## config.mk

```make
export PLATFORM = sky130hd
export DESIGN_NAME = sccs_top
export DESIGN_NICKNAME = d
export VERILOG_FILES = /design/src/logic/sccs_pkg.sv /design/src/logic/sccs_clk_sel.sv /design/src/logic/sccs_top.sv
export SDC_FILE = /design/constraint.sdc
export NUM_CORES = 1
export LEC_CHECK = 0
export ABC_CLOCK_PERIOD_IN_PS = 3100
export BUFFER_PORTS_ARGS = -buffer_cell sky130_fd_sc_hd__buf_2
export CELL_PAD_IN_SITES_DETAIL_PLACEMENT = 0
export CELL_PAD_IN_SITES_GLOBAL_PLACEMENT = 2
export CORE_UTILIZATION = 38
export DETAILED_ROUTE_END_ITERATION = 6
export PLACE_DENSITY = 0.89
export SYNTH_ARGS = -nofsm -noshare
export SYNTH_HDL_FRONTEND = slang
export SYNTH_SLANG_ARGS = --single-unit
```

## constraint.sdc

```tcl
create_clock -name pclk -period 3.1 [get_ports pclk]
set_input_delay 0 -clock pclk [delete_from_list [all_inputs] [get_ports pclk]]
set_output_delay 0 -clock pclk [all_outputs]
set_load 0.005 [all_outputs]
```

## src/logic/sccs_pkg.sv

```systemverilog
package sccs_pkg;
  // Register byte addresses on the APB bus
  localparam logic [7:0] ADDR_CONTROL = 8'h00;
  localparam logic [7:0] ADDR_STATUS = 8'h04;
  localparam logic [7:0] ADDR_TXHOLD = 8'h08;
  localparam logic [7:0] ADDR_RXHOLD = 8'h0c;
  localparam logic [7:0] ADDR_MODE = 8'h10;
  // Control register fields
  localparam int CTL_TXEN = 5;
  localparam int CTL_RXEN = 4;
  localparam int CTL_TX_END_IRQ_ENABLE = 2;
  localparam int CTL_CLOCK_EXT_SELECT = 1;
  localparam int CTL_CLOCK_OUT_SELECT = 0;
  // Status register fields
  localparam int ST_TX_HOLDING_EMPTY = 7;
  localparam int ST_RX_HOLDING_FULL = 6;
  localparam int ST_OER = 5;
  localparam int ST_FER = 4;
  localparam int ST_PER = 3;
  localparam int ST_TX_COMPLETE = 2;
  localparam int ST_MP_BIT_RECEIVED = 1;
  localparam int ST_MP_BIT_TRANSMIT = 0;
  // Mode register fields
  localparam int MODE_SYNC = 0;
  localparam int MODE_LOWPWR = 1;
  // Reset values and write masks
  localparam logic [7:0] STATUS_RESET = 8'h84;
  localparam logic [7:0] CONTROL_RESET = 8'h00;
  localparam logic [7:0] MODE_RESET = 8'h00;
  localparam logic [7:0] STATUS_CLEARABLE = 8'hf8;
  // Timing: oversampling and internal divider
  localparam int CLK_HZ = 20000000;
  localparam int DEF_BAUD = 9600;
  localparam int OS_PER_BIT = 16;
  localparam int OS_MID = 8;
  localparam int DEF_OS_DIV = CLK_HZ / (DEF_BAUD * OS_PER_BIT);
  // Ticks from the clock selector
  typedef struct packed {
    logic os;
    logic shift;
    logic sample;
  } sccs_tick_t;
  // Clock selector state
  typedef struct packed {
    logic pin_meta;
    logic pin_sync;
    logic pin_prev;
    logic [15:0] div_cnt;
    logic [3:0] os_cnt;
    logic sck_o;
    logic sck_oe;
    sccs_tick_t tick;
  } sccs_clk_state_t;
  // Transmitter states
  typedef enum logic [3:0] {
    TX_IDLE = 4'b0001,
    TX_START = 4'b0010,
    TX_DATA = 4'b0100,
    TX_STOP = 4'b1000
  } sccs_tx_state_t;
  // Receiver states
  typedef enum logic [3:0] {
    RX_IDLE = 4'b0001,
    RX_START = 4'b0010,
    RX_DATA = 4'b0100,
    RX_STOP = 4'b1000
  } sccs_rx_state_t;
  // Top-level state
  typedef struct packed {
    logic rxd_meta;
    logic rxd_sync;
    logic [7:0] ctrl;
    logic [7:0] mode;
    logic [7:0] status;
    logic [7:0] armed;
    logic [7:0] tx_hold;
    logic [7:0] rx_hold;
    logic [7:0] tx_shift;
    logic [7:0] rx_shift;
    sccs_tx_state_t tx_st;
    sccs_rx_state_t rx_st;
    logic [3:0] tx_os;
    logic [3:0] rx_os;
    logic [2:0] tx_bits;
    logic [2:0] rx_bits;
    logic txd;
    logic irq;
    logic [31:0] prdata;
    logic pready;
    logic pslverr;
  } sccs_state_t;
endpackage

```

## src/logic/sccs_clk_sel.sv

```systemverilog
`timescale 1ns/1ps
// Picks the serial clock source and drives or samples the clock pin
module sccs_clk_sel #(
  parameter int OS_DIV = sccs_pkg::DEF_OS_DIV
) (
  input wire logic pclk,
  input wire logic presetn,
  input wire logic clock_ext_select,
  input wire logic clock_out_select,
  input wire logic sync_mode,
  input wire logic sck_i,
  output sccs_pkg::sccs_tick_t tick,
  output logic sck_o,
  output logic sck_oe
);
  sccs_pkg::sccs_clk_state_t s_r; // Registered state
  sccs_pkg::sccs_clk_state_t s_nxt; // Next state
  logic rise; // Pin rising edge
  logic fall; // Pin falling edge
  logic reserved; // Reserved select code
  logic int_os; // Internal oversample tick

  // Next-state logic
  always_comb begin
    s_nxt = s_r;
    s_nxt.pin_meta = sck_i;
    s_nxt.pin_sync = s_r.pin_meta;
    s_nxt.pin_prev = s_r.pin_sync;
    s_nxt.tick = '0;
    rise = s_r.pin_sync & ~s_r.pin_prev;
    fall = ~s_r.pin_sync & s_r.pin_prev;
    reserved = (clock_ext_select & clock_out_select) | (sync_mode & ~clock_ext_select & clock_out_select);
    int_os = 1'b0;
    // Internal divider runs only for the internal source
    if (!clock_ext_select && !reserved) begin
      if (s_r.div_cnt == 16'(OS_DIV - 1)) begin
        s_nxt.div_cnt = '0;
        s_nxt.os_cnt = s_r.os_cnt + 4'h1;
        int_os = 1'b1;
      end else begin
        s_nxt.div_cnt = s_r.div_cnt + 16'h1;
      end
    end
    if (reserved) begin
      s_nxt.tick = '0;
    end else if (sync_mode && !clock_ext_select) begin
      s_nxt.tick.shift = int_os & (s_nxt.os_cnt == 4'h8);
      s_nxt.tick.sample = int_os & (s_nxt.os_cnt == 4'h0);
    end else if (sync_mode) begin
      s_nxt.tick.shift = fall;
      s_nxt.tick.sample = rise;
    end else if (clock_ext_select) begin
      s_nxt.tick.os = rise;
    end else begin
      s_nxt.tick.os = int_os;
    end
    // Pin drive: one bit-rate period per sixteen oversample ticks
    s_nxt.sck_oe = ~clock_ext_select & ~reserved & (sync_mode | clock_out_select);
    s_nxt.sck_o = ~s_nxt.os_cnt[3];
  end

  // State register
  always_ff @(posedge pclk or negedge presetn) begin
    if (!presetn) begin
      s_r <= '0;
    end else begin
      s_r <= s_nxt;
    end
  end

  assign tick = s_r.tick;
  assign sck_o = s_r.sck_o;
  assign sck_oe = s_r.sck_oe;
endmodule

```

## src/logic/sccs_top.sv

```systemverilog
`timescale 1ns/1ps
module sccs_top #(
  parameter int OS_DIV = sccs_pkg::DEF_OS_DIV
) (
  input wire logic pclk,
  input wire logic presetn,
  input wire logic psel,
  input wire logic penable,
  input wire logic pwrite,
  input wire logic [7:0] paddr,
  input wire logic [31:0] pwdata,
  output logic [31:0] prdata,
  output logic pready,
  output logic pslverr,
  input wire logic rxd,
  output logic txd,
  input wire logic serial_clock_pin_i,
  output logic serial_clock_pin_o,
  output logic serial_clock_pin_oe,
  output logic tx_end_irq
);
  sccs_pkg::sccs_state_t s_r; // Registered state
  sccs_pkg::sccs_state_t s_nxt; // Next state
  sccs_pkg::sccs_tick_t tick; // Serial timing ticks
  logic setup; // APB setup cycle
  logic wr; // Write taking effect
  logic rd; // Read completing
  logic sync_mode; // Synchronous mode
  logic reserved; // Reserved clock select
  logic rx_halt; // Reception blocked by errors
  logic tx_halt; // Transmission blocked
  logic [7:0] clr; // Flags cleared by software
  logic [7:0] rx_char; // Character being completed

  // Address decode for the error answer; reads decode by their own case
  function automatic logic mapped(input logic [7:0] a);
    mapped = (a == sccs_pkg::ADDR_CONTROL) || (a == sccs_pkg::ADDR_STATUS) ||
             (a == sccs_pkg::ADDR_TXHOLD) || (a == sccs_pkg::ADDR_RXHOLD) ||
             (a == sccs_pkg::ADDR_MODE);
  endfunction

  // Clock source selection and pin handling
  sccs_clk_sel #(
    .OS_DIV(OS_DIV)
  ) u_clk (
    .pclk(pclk),
    .presetn(presetn),
    .clock_ext_select(s_r.ctrl[sccs_pkg::CTL_CLOCK_EXT_SELECT]),
    .clock_out_select(s_r.ctrl[sccs_pkg::CTL_CLOCK_OUT_SELECT]),
    .sync_mode(s_r.mode[sccs_pkg::MODE_SYNC]),
    .sck_i(serial_clock_pin_i),
    .tick(tick),
    .sck_o(serial_clock_pin_o),
    .sck_oe(serial_clock_pin_oe)
  );

  // Next-state logic: bus, flags, transmitter, receiver
  always_comb begin
    s_nxt = s_r;
    clr = '0;
    rx_char = '0;
    s_nxt.rxd_meta = rxd;
    s_nxt.rxd_sync = s_r.rxd_meta;
    sync_mode = s_r.mode[sccs_pkg::MODE_SYNC];
    reserved = (s_r.ctrl[sccs_pkg::CTL_CLOCK_EXT_SELECT] & s_r.ctrl[sccs_pkg::CTL_CLOCK_OUT_SELECT]) |
               (sync_mode & ~s_r.ctrl[sccs_pkg::CTL_CLOCK_EXT_SELECT] &
                s_r.ctrl[sccs_pkg::CTL_CLOCK_OUT_SELECT]);
    rx_halt = s_r.status[sccs_pkg::ST_OER] | s_r.status[sccs_pkg::ST_FER] |
              s_r.status[sccs_pkg::ST_PER];
    tx_halt = reserved | (sync_mode & rx_halt);
    setup = psel & ~penable;
    wr = psel & penable & s_r.pready & pwrite;
    rd = psel & penable & s_r.pready & ~pwrite;
    // Answer one cycle after setup
    s_nxt.pready = setup;
    s_nxt.pslverr = setup & ~mapped(paddr);
    if (setup && !pwrite) begin
      case (paddr)
        sccs_pkg::ADDR_CONTROL: s_nxt.prdata = {24'h0, s_r.ctrl};
        sccs_pkg::ADDR_STATUS: s_nxt.prdata = {24'h0, s_r.status};
        sccs_pkg::ADDR_TXHOLD: s_nxt.prdata = {24'h0, s_r.tx_hold};
        sccs_pkg::ADDR_RXHOLD: s_nxt.prdata = {24'h0, s_r.rx_hold};
        sccs_pkg::ADDR_MODE: s_nxt.prdata = {24'h0, s_r.mode};
        default: s_nxt.prdata = 32'h0;
      endcase
    end
    // Reads: arm flags seen as one, empty receive holding
    if (rd && paddr == sccs_pkg::ADDR_STATUS) begin
      s_nxt.armed = s_r.armed | (s_r.prdata[7:0] & sccs_pkg::STATUS_CLEARABLE);
    end
    if (rd && paddr == sccs_pkg::ADDR_RXHOLD) begin
      clr[sccs_pkg::ST_RX_HOLDING_FULL] = 1'b1;
    end
    // Writes
    if (wr) begin
      case (paddr)
        sccs_pkg::ADDR_CONTROL: s_nxt.ctrl = pwdata[7:0];
        sccs_pkg::ADDR_MODE: s_nxt.mode = pwdata[7:0];
        sccs_pkg::ADDR_STATUS: begin
          clr = ~pwdata[7:0] & s_r.armed & sccs_pkg::STATUS_CLEARABLE;
          s_nxt.status[sccs_pkg::ST_MP_BIT_TRANSMIT] = pwdata[sccs_pkg::ST_MP_BIT_TRANSMIT];
        end
        sccs_pkg::ADDR_TXHOLD: begin
          s_nxt.tx_hold = pwdata[7:0];
          clr[sccs_pkg::ST_TX_HOLDING_EMPTY] = 1'b1;
          clr[sccs_pkg::ST_TX_COMPLETE] = 1'b1;
        end
        default: s_nxt.ctrl = s_r.ctrl;
      endcase
    end
    // Clearing first; hardware sets below override it
    s_nxt.status = s_nxt.status & ~clr;
    s_nxt.armed = s_nxt.armed & ~clr;
    // Transmitter
    if (!s_r.ctrl[sccs_pkg::CTL_TXEN]) begin
      s_nxt.status[sccs_pkg::ST_TX_HOLDING_EMPTY] = 1'b1;
      s_nxt.status[sccs_pkg::ST_TX_COMPLETE] = 1'b1;
      s_nxt.tx_st = sccs_pkg::TX_IDLE;
      s_nxt.txd = 1'b1;
    end else begin
      case (s_r.tx_st)
        sccs_pkg::TX_IDLE: begin
          s_nxt.txd = 1'b1;
          if (!s_r.status[sccs_pkg::ST_TX_HOLDING_EMPTY] && !tx_halt) begin
            s_nxt.tx_shift = s_r.tx_hold;
            s_nxt.status[sccs_pkg::ST_TX_HOLDING_EMPTY] = 1'b1;
            s_nxt.tx_os = '0;
            s_nxt.tx_bits = '0;
            if (sync_mode) begin
              s_nxt.tx_st = sccs_pkg::TX_DATA;
              s_nxt.txd = s_r.tx_hold[0];
            end else begin
              s_nxt.tx_st = sccs_pkg::TX_START;
              s_nxt.txd = 1'b0;
            end
          end
        end
        sccs_pkg::TX_START: begin
          if (tick.os) begin
            s_nxt.tx_os = s_r.tx_os + 4'h1;
            if (s_r.tx_os == 4'(sccs_pkg::OS_PER_BIT - 1)) begin
              s_nxt.tx_st = sccs_pkg::TX_DATA;
              s_nxt.txd = s_r.tx_shift[0];
            end
          end
        end
        sccs_pkg::TX_DATA: begin
          if ((sync_mode && tick.shift) ||
              (!sync_mode && tick.os && s_r.tx_os == 4'(sccs_pkg::OS_PER_BIT - 1))) begin
            s_nxt.tx_shift = {1'b1, s_r.tx_shift[7:1]};
            s_nxt.tx_bits = s_r.tx_bits + 3'h1;
            s_nxt.txd = s_r.tx_shift[1];
            if (s_r.tx_bits == 3'h7) begin
              if (!sync_mode) begin
                s_nxt.tx_st = sccs_pkg::TX_STOP;
                s_nxt.txd = 1'b1;
              end else if (!s_r.status[sccs_pkg::ST_TX_HOLDING_EMPTY] && !tx_halt) begin
                s_nxt.tx_shift = s_r.tx_hold; // Back-to-back character
                s_nxt.txd = s_r.tx_hold[0];
                s_nxt.status[sccs_pkg::ST_TX_HOLDING_EMPTY] = 1'b1;
              end else begin
                s_nxt.tx_st = sccs_pkg::TX_IDLE;
                s_nxt.status[sccs_pkg::ST_TX_COMPLETE] = 1'b1;
              end
            end
          end
          if (!sync_mode && tick.os) begin
            s_nxt.tx_os = s_r.tx_os + 4'h1;
          end
        end
        sccs_pkg::TX_STOP: begin
          if (tick.os) begin
            s_nxt.tx_os = s_r.tx_os + 4'h1;
            if (s_r.tx_os == 4'(sccs_pkg::OS_PER_BIT - 1)) begin
              s_nxt.tx_st = sccs_pkg::TX_IDLE;
              if (s_r.status[sccs_pkg::ST_TX_HOLDING_EMPTY]) begin
                s_nxt.status[sccs_pkg::ST_TX_COMPLETE] = 1'b1;
              end
            end
          end
        end
        default: s_nxt.tx_st = sccs_pkg::TX_IDLE;
      endcase
    end
    // Receiver; disabling it leaves every flag alone
    if (!s_r.ctrl[sccs_pkg::CTL_RXEN] || reserved) begin
      s_nxt.rx_st = sccs_pkg::RX_IDLE;
    end else begin
      case (s_r.rx_st)
        sccs_pkg::RX_IDLE: begin
          s_nxt.rx_os = '0;
          s_nxt.rx_bits = '0;
          if (!rx_halt) begin
            if (sync_mode) begin
              s_nxt.rx_st = sccs_pkg::RX_DATA;
            end else if (!s_r.rxd_sync) begin
              s_nxt.rx_st = sccs_pkg::RX_START;
            end
          end
        end
        sccs_pkg::RX_START: begin
          if (tick.os) begin
            s_nxt.rx_os = s_r.rx_os + 4'h1;
            if (s_r.rx_os == 4'(sccs_pkg::OS_MID - 1)) begin
              s_nxt.rx_os = '0;
              s_nxt.rx_st = s_r.rxd_sync ? sccs_pkg::RX_IDLE : sccs_pkg::RX_DATA;
            end
          end
        end
        sccs_pkg::RX_DATA: begin
          if (!sync_mode && tick.os) begin
            s_nxt.rx_os = s_r.rx_os + 4'h1;
          end
          if ((sync_mode && tick.sample) ||
              (!sync_mode && tick.os && s_r.rx_os == 4'(sccs_pkg::OS_PER_BIT - 1))) begin
            s_nxt.rx_shift = {s_r.rxd_sync, s_r.rx_shift[7:1]};
            s_nxt.rx_bits = s_r.rx_bits + 3'h1;
            if (s_r.rx_bits == 3'h7) begin
              s_nxt.rx_st = sync_mode ? sccs_pkg::RX_IDLE : sccs_pkg::RX_STOP;
              if (sync_mode) begin
                rx_char = {s_r.rxd_sync, s_r.rx_shift[7:1]};
                if (s_r.status[sccs_pkg::ST_RX_HOLDING_FULL]) begin
                  s_nxt.status[sccs_pkg::ST_OER] = 1'b1;
                end else begin
                  s_nxt.rx_hold = rx_char;
                  s_nxt.status[sccs_pkg::ST_RX_HOLDING_FULL] = 1'b1;
                end
              end
            end
          end
        end
        sccs_pkg::RX_STOP: begin
          if (tick.os) begin
            s_nxt.rx_os = s_r.rx_os + 4'h1;
            if (s_r.rx_os == 4'(sccs_pkg::OS_PER_BIT - 1)) begin
              s_nxt.rx_st = sccs_pkg::RX_IDLE;
              if (!s_r.rxd_sync) begin
                s_nxt.status[sccs_pkg::ST_FER] = 1'b1;
              end else if (s_r.status[sccs_pkg::ST_RX_HOLDING_FULL]) begin
                s_nxt.status[sccs_pkg::ST_OER] = 1'b1;
              end else begin
                s_nxt.rx_hold = s_r.rx_shift;
                s_nxt.status[sccs_pkg::ST_RX_HOLDING_FULL] = 1'b1;
              end
            end
          end
        end
        default: s_nxt.rx_st = sccs_pkg::RX_IDLE;
      endcase
    end
    // Low-power mode reinitialises the status register
    if (s_r.mode[sccs_pkg::MODE_LOWPWR]) begin
      s_nxt.status = sccs_pkg::STATUS_RESET;
      s_nxt.armed = '0;
      s_nxt.tx_st = sccs_pkg::TX_IDLE;
      s_nxt.rx_st = sccs_pkg::RX_IDLE;
      s_nxt.txd = 1'b1;
    end
    // Transmit-end request
    s_nxt.irq = s_nxt.ctrl[sccs_pkg::CTL_TX_END_IRQ_ENABLE] & s_nxt.status[sccs_pkg::ST_TX_HOLDING_EMPTY] &
                s_nxt.status[sccs_pkg::ST_TX_COMPLETE];
  end

  // State register
  always_ff @(posedge pclk or negedge presetn) begin
    if (!presetn) begin
      s_r <= '0;
      s_r.ctrl <= sccs_pkg::CONTROL_RESET;
      s_r.mode <= sccs_pkg::MODE_RESET;
      s_r.status <= sccs_pkg::STATUS_RESET;
      s_r.tx_st <= sccs_pkg::TX_IDLE;
      s_r.rx_st <= sccs_pkg::RX_IDLE;
      s_r.txd <= 1'b1;
      s_r.rxd_meta <= 1'b1;
      s_r.rxd_sync <= 1'b1;
    end else begin
      s_r <= s_nxt;
    end
  end

  assign prdata = s_r.prdata;
  assign pready = s_r.pready;
  assign pslverr = s_r.pslverr;
  assign txd = s_r.txd;
  assign tx_end_irq = s_r.irq;
endmodule

```

### Yosys cells after proc, flatten, opt, wreduce, memory -nomap -nowiden

Index checks and enable logic that the tools add are counted.
Widths: inputs -> output; s select.

* bitwise gates (word level): 38
* multipliers: 0
* $lt $le $gt $ge: 0
* multiplexer cells: 117
* shifts and indexed selects: 0
* div/mod/pow operators: 0
* equality and inequality tests: 50
* reduce and logical (&&, ||, !) cells: 45
* add/sub/neg operators: 6

Operators by type and width (count)
* $mux 8: 17
* $mux 4: 31
* $pmux 4 s4: 3
* $ne 4x4->1 const B: 10
* $pmux 8 s5: 1
* $mux 1: 36
* $mux 16: 2
* $pmux 8 s2: 2
* $mux 3: 10
* $and 8x8->8: 3
* $ne 2x2->1 const B: 11
* $eq 4x4->1 const B: 5
* $and 1x1->1: 18
* $add 16x1->16 const B: 1
* $eq 16x8->1 const B: 1
* $eq 8x4->1 const B: 2
* $ne 4x3->1 const B: 4
* $not 8->8: 2
* $reduce_and 8->1: 2
* $add 4x1->4 const B: 3
* $eq 4x3->1 const B: 3
* $mux 2: 6
* $pmux 3 s2: 2
* $pmux 4 s3: 1
* 30 further kinds: 80

* bits in read-only memories: 0
* bits in registers: 152
* input port bits: 47
* memories kept: 0
* memory bits (writable): 0
* latch bits: 0
* output and inout bits: 38

### Depth between registers and ports, before layout

* depth in word-level cells: 18
* gate-level depth with buffers: 9
* mapped depth without buffers: 7

### Hierarchy

From an unflattened synthesis, not the netlist that was laid out.

* cells, all modules: 659
* area, all modules: 6927.9 um2

Modules (own cells, without submodules)
* sccs_top: area each 5579.1 um2, cells each 545, times used 1
* sccs_clk_sel: area each 1348.8 um2, cells each 114, times used 1

### Worst setup path before layout

No wires, ideal clock.

* path kind: register to register
* start point: reg s_r[55] (netlist bit)
* end point: reg s_r[68] (netlist bit)
* path slack: 969 ps
* data required time: 2975 ps
* library setup time: 125 ps
* cell stages (with the launch flop): 5
* period minus slack after synthesis: 2131 ps
* data arrival time: 2006 ps
* buffers on the path: 0
* path through: dfrtp_1 > or4b_2 > nor2_2 > mux2_2 > mux2_2

* longest elaborated chain between the ends: 3

RTL lines
* from (decl): RTL line sccs_top.sv:22 `sccs_pkg::sccs_state_t s_r;`
* from (signal assigned): RTL line sccs_top.sv:277 `s_r <= s_nxt;`
* $eq 4x3->1 or $eq 4x1->1 (tied branches): RTL line sccs_top.sv:121 `case (s_r.tx_st)`
* $ne 2x2->1 (no line) or $reduce_bool 2->1 (tied branches)
* $reduce_and 4->1 (no line)

Several ways; a longest one is shown, not always the timed one.
A chain may end at the register's enable or synchronous reset.

### Worst setup path after layout

* start point: reg s_r[55] (netlist bit)
* end point: reg s_r[69] (netlist bit)

The elaborated chain is that of the path after synthesis.

==> qor.txt <==
Reg-to-Reg End = s_r[69]
setup_tns = 0 ns
final worst setup slack = 0.585 ns
Rows = 48
r2r setup slk = 0.58 ns
DR iter-0 viols = 296
mux cell area share after synthesis = 0.138
P per Cell Area = 508 nW/um^2
initial antenna violation count = 0
element type at the critical path end = flop
clock buffer depth = 2
H-tree lvl count = 4
First-pass DRT Iterations = 4
Synth cell types = 72
clock share of power = 0.489
Placed Area = 7000 sq um
CTS Sinks = 124
largest net degree at the start of global routing = 55
Pint = 0.00301 W
Net Sw Frac = 0.231
WS Path Type = flop to flop
Avg Inst Size Synth = 10.9 sq um
clock insertion delay at the later pin of the skew report = 0.42 ns
GRT busiest layer = met2
Post-Synth Adder-Cell Area = 0.0167
total CTS buffers = 17
fin nets = 715
Inserted Diodes = 0
Hold Vio Cnt, Final = 0
DR WL/cell = 16.8 microns
drt total wl = 15.0 mm
min-delay src = paddr[6]
post-detailed-route count of antenna-violating nets = 0
drt drc = 0
P_sw = 0.000907 W
register area share after synthesis = 0.460
asr flop ratio synth = 1.00
WHS Path Cells = 4
simple-gate share of the synthesized area = 0.178
Yosys warnings = 0
post-route minimum period = 2.52 ns
Clock Skew = 0.00519 ns
critical-path maximum fanout = 15
sequential share of power = 0.445
IO buf count = 36
clock root cell = clkbuf_16
gpl congestion = 0.825
height of the die = 135 microns
chip width = 135 microns
worst hold path type = input pin to flop
Final Slew Violations = 0
RSZ-0062 raised after global routing = no
prevailing post-synth register cell = dfrtp_1
worst path required time = 3.41 ns
pre-CTS setup slack = 0.591 ns
share of the synthesized area in compound gates (AO/OA/AOI/OAI) = 0.117
status = finished clean
Via density = 5.42
Worst-Margin Slew = 0.956 ns
first-pass GRT wire length = 24.8 mm
Post-synth EDFFs = 0
die outline area = 18300 sq um
leakage power = 3.44 nW
Final HPWL DP = 10.4 mm
Max Freq = 398 MHz
Combinational Power Share = 0.066
main combinational cell family by area after synthesis = simple AND/OR/NAND/NOR gates
Overflow after GRT = 0
Max-slew headroom = 0.358
layout cell share with drive strength beyond 1 = 0.240
Final Core Density = 0.444
M2 GR Usage = 0.273
Vias = 4866
R2R cell count = 4
I/O pin cnt = 85
Final setup viols = 0
startpoint types = flop
worst-case vdd ir drop = 0.000425 V
Tcrit/Tclk final = 0.811
met1 usage = 0.234
number of synthesized register bits = 124
Gate Count Post-Synth = 621
post-route design area = 7710 sq um
crit path from = s_r[55]
Total Routing Usage GR = 0.176
CTS tree = built
global routing met3 resource utilization = 0.0434
Core Box Area = 17400 sq um
data arrival time of the worst path = 2.82 ns
Synth Area in XOR/XNOR = 0.0272
hold worst-path end = pslverr
vias in the first global route = 4766
CTS clk-pin slew, worst paths = 0.06 ns
MaxCap Viol Count = 0
area delta synth->final = 14.2%
Initial Utilization = 0.389
Tot Pwr = 0.00392 W
Reg-to-Reg Start = s_r[55]
Post-Syn Area = 6760 sq um
cell type report:
class	instances	area [sq um]
Fill cell	1644	9640
Multi-Input combinational cell	447	3320
Sequential cell	124	3110
Clock buffer	25	475
Timing Repair Buffer	58	398
Tap cell	225	282
Clock inverter	7	88.8
Inverter	11	41.3
worst max path at each step:
stage | endpoint | depth (start not counted)
after global routing | s_r[70] | 4
after detailed placement | s_r[69] | 4
after CTS | s_r[69] | 4
after global placement | s_r[39] | 4
after floorplan | s_r[68] | 4
final | s_r[69] | 4
synthesized netlist by cell type, types with 10 or more instances:
library cell / instances / share of area
xor2_1: 10 / 0.013
nor3_1: 10 / 0.0074
buf_4: 33 / 0.037
dfrtp_1: 117 / 0.43
mux2_2: 53 / 0.088
a21oi_1: 24 / 0.018
nand2b_1: 10 / 0.0093
o21ai_0: 40 / 0.030
nor2b_1: 11 / 0.010
xnor2_1: 11 / 0.014
nand3_1: 18 / 0.013
nor2_1: 24 / 0.013
buf_2: 13 / 0.0096
mux2i_1: 18 / 0.027
nand2_1: 43 / 0.024
clkbuf_1: 16 / 0.0089
inv_1: 10 / 0.0056
metrics by stage:
| step | hold slack [ns] | std cells |
|---|---|---|
| floorplan | -0.296 | 644 |
| global placement | 0.102 | 850 |
| detailed placement | 0.106 | 850 |
| CTS | 0.0470 | 897 |
| global route | 0.0698 | 897 |
| finish | 0.0556 | 897 |
layout by cell type, fill, tap and decap left out, drive strengths merged, types with 10 or more instances in the layout:
| cell | n |
|---|---|
| dlygate4sd3 | 15 |
| mux2 | 53 |
| nor3 | 11 |
| nor2b | 11 |
| buf | 43 |
| o21ai | 41 |
| a21oi | 25 |
| conb | 24 |
| nand2 | 43 |
| dfrtp | 117 |
| nand2b | 10 |
| xor2 | 10 |
| nor2 | 26 |
| inv | 11 |
| nand3 | 18 |
| mux2i | 18 |
| clkbuf | 25 |
| xnor2 | 11 |
worst max-delay path, stage by stage, from the launching register on:
cell,delay [ns]
dfrtp_1,0.54
or4b_2,0.82
nor2_2,0.26
o21ai_1,0.37
mux2_2,0.40
flip-flops by register name, indices dropped and copies added, names as in the netlist:
signal / count
prdata: 8
pready: 1
pslverr: 1
s_nxt: 1
s_r: 83
tx_end_irq: 1
txd: 1
u_clk.s_nxt: 2
u_clk.s_r: 21
u_clk.sck_o: 1
u_clk.sck_oe: 1
u_clk.tick: 3
logic make-up (layout without fill, tap and decap cells):
family,count (synthesis),after routing
flops,124,124
fa+ha+maj,9,9
mux,78,78
simple gates,195,195
other cells,1,24
compound gates,120,120
buf+inv,73,101
xor+xnor,21,21
power groups by stage:
stage / clock network [W] / logic (W) / registers, W
floorplan: 0 / 0.000168 / 0.00175
global placement: 0 / 0.000237 / 0.00177
detailed placement: 0 / 0.000248 / 0.00177
CTS: 0.00196 / 0.000263 / 0.00174
global route: 0.00203 / 0.000291 / 0.00175
finish: 0.00192 / 0.000258 / 0.00174
layer usage:
metal / part of all wire / vias up
met1: 0.46 / 2435
met2: 0.48 / 109
met5: 0 / -
li1: - / 2296
met4: 0.020 / 0
met3: 0.043 / 26
what timing repair did:
action                    in CTS  in global routing
buffers inserted               0                  0
hold endpoints to repair      83                  0
gates resized for setup        0                  0
hold buffers                  15                  0
Power figures use the tool's default switching activity.
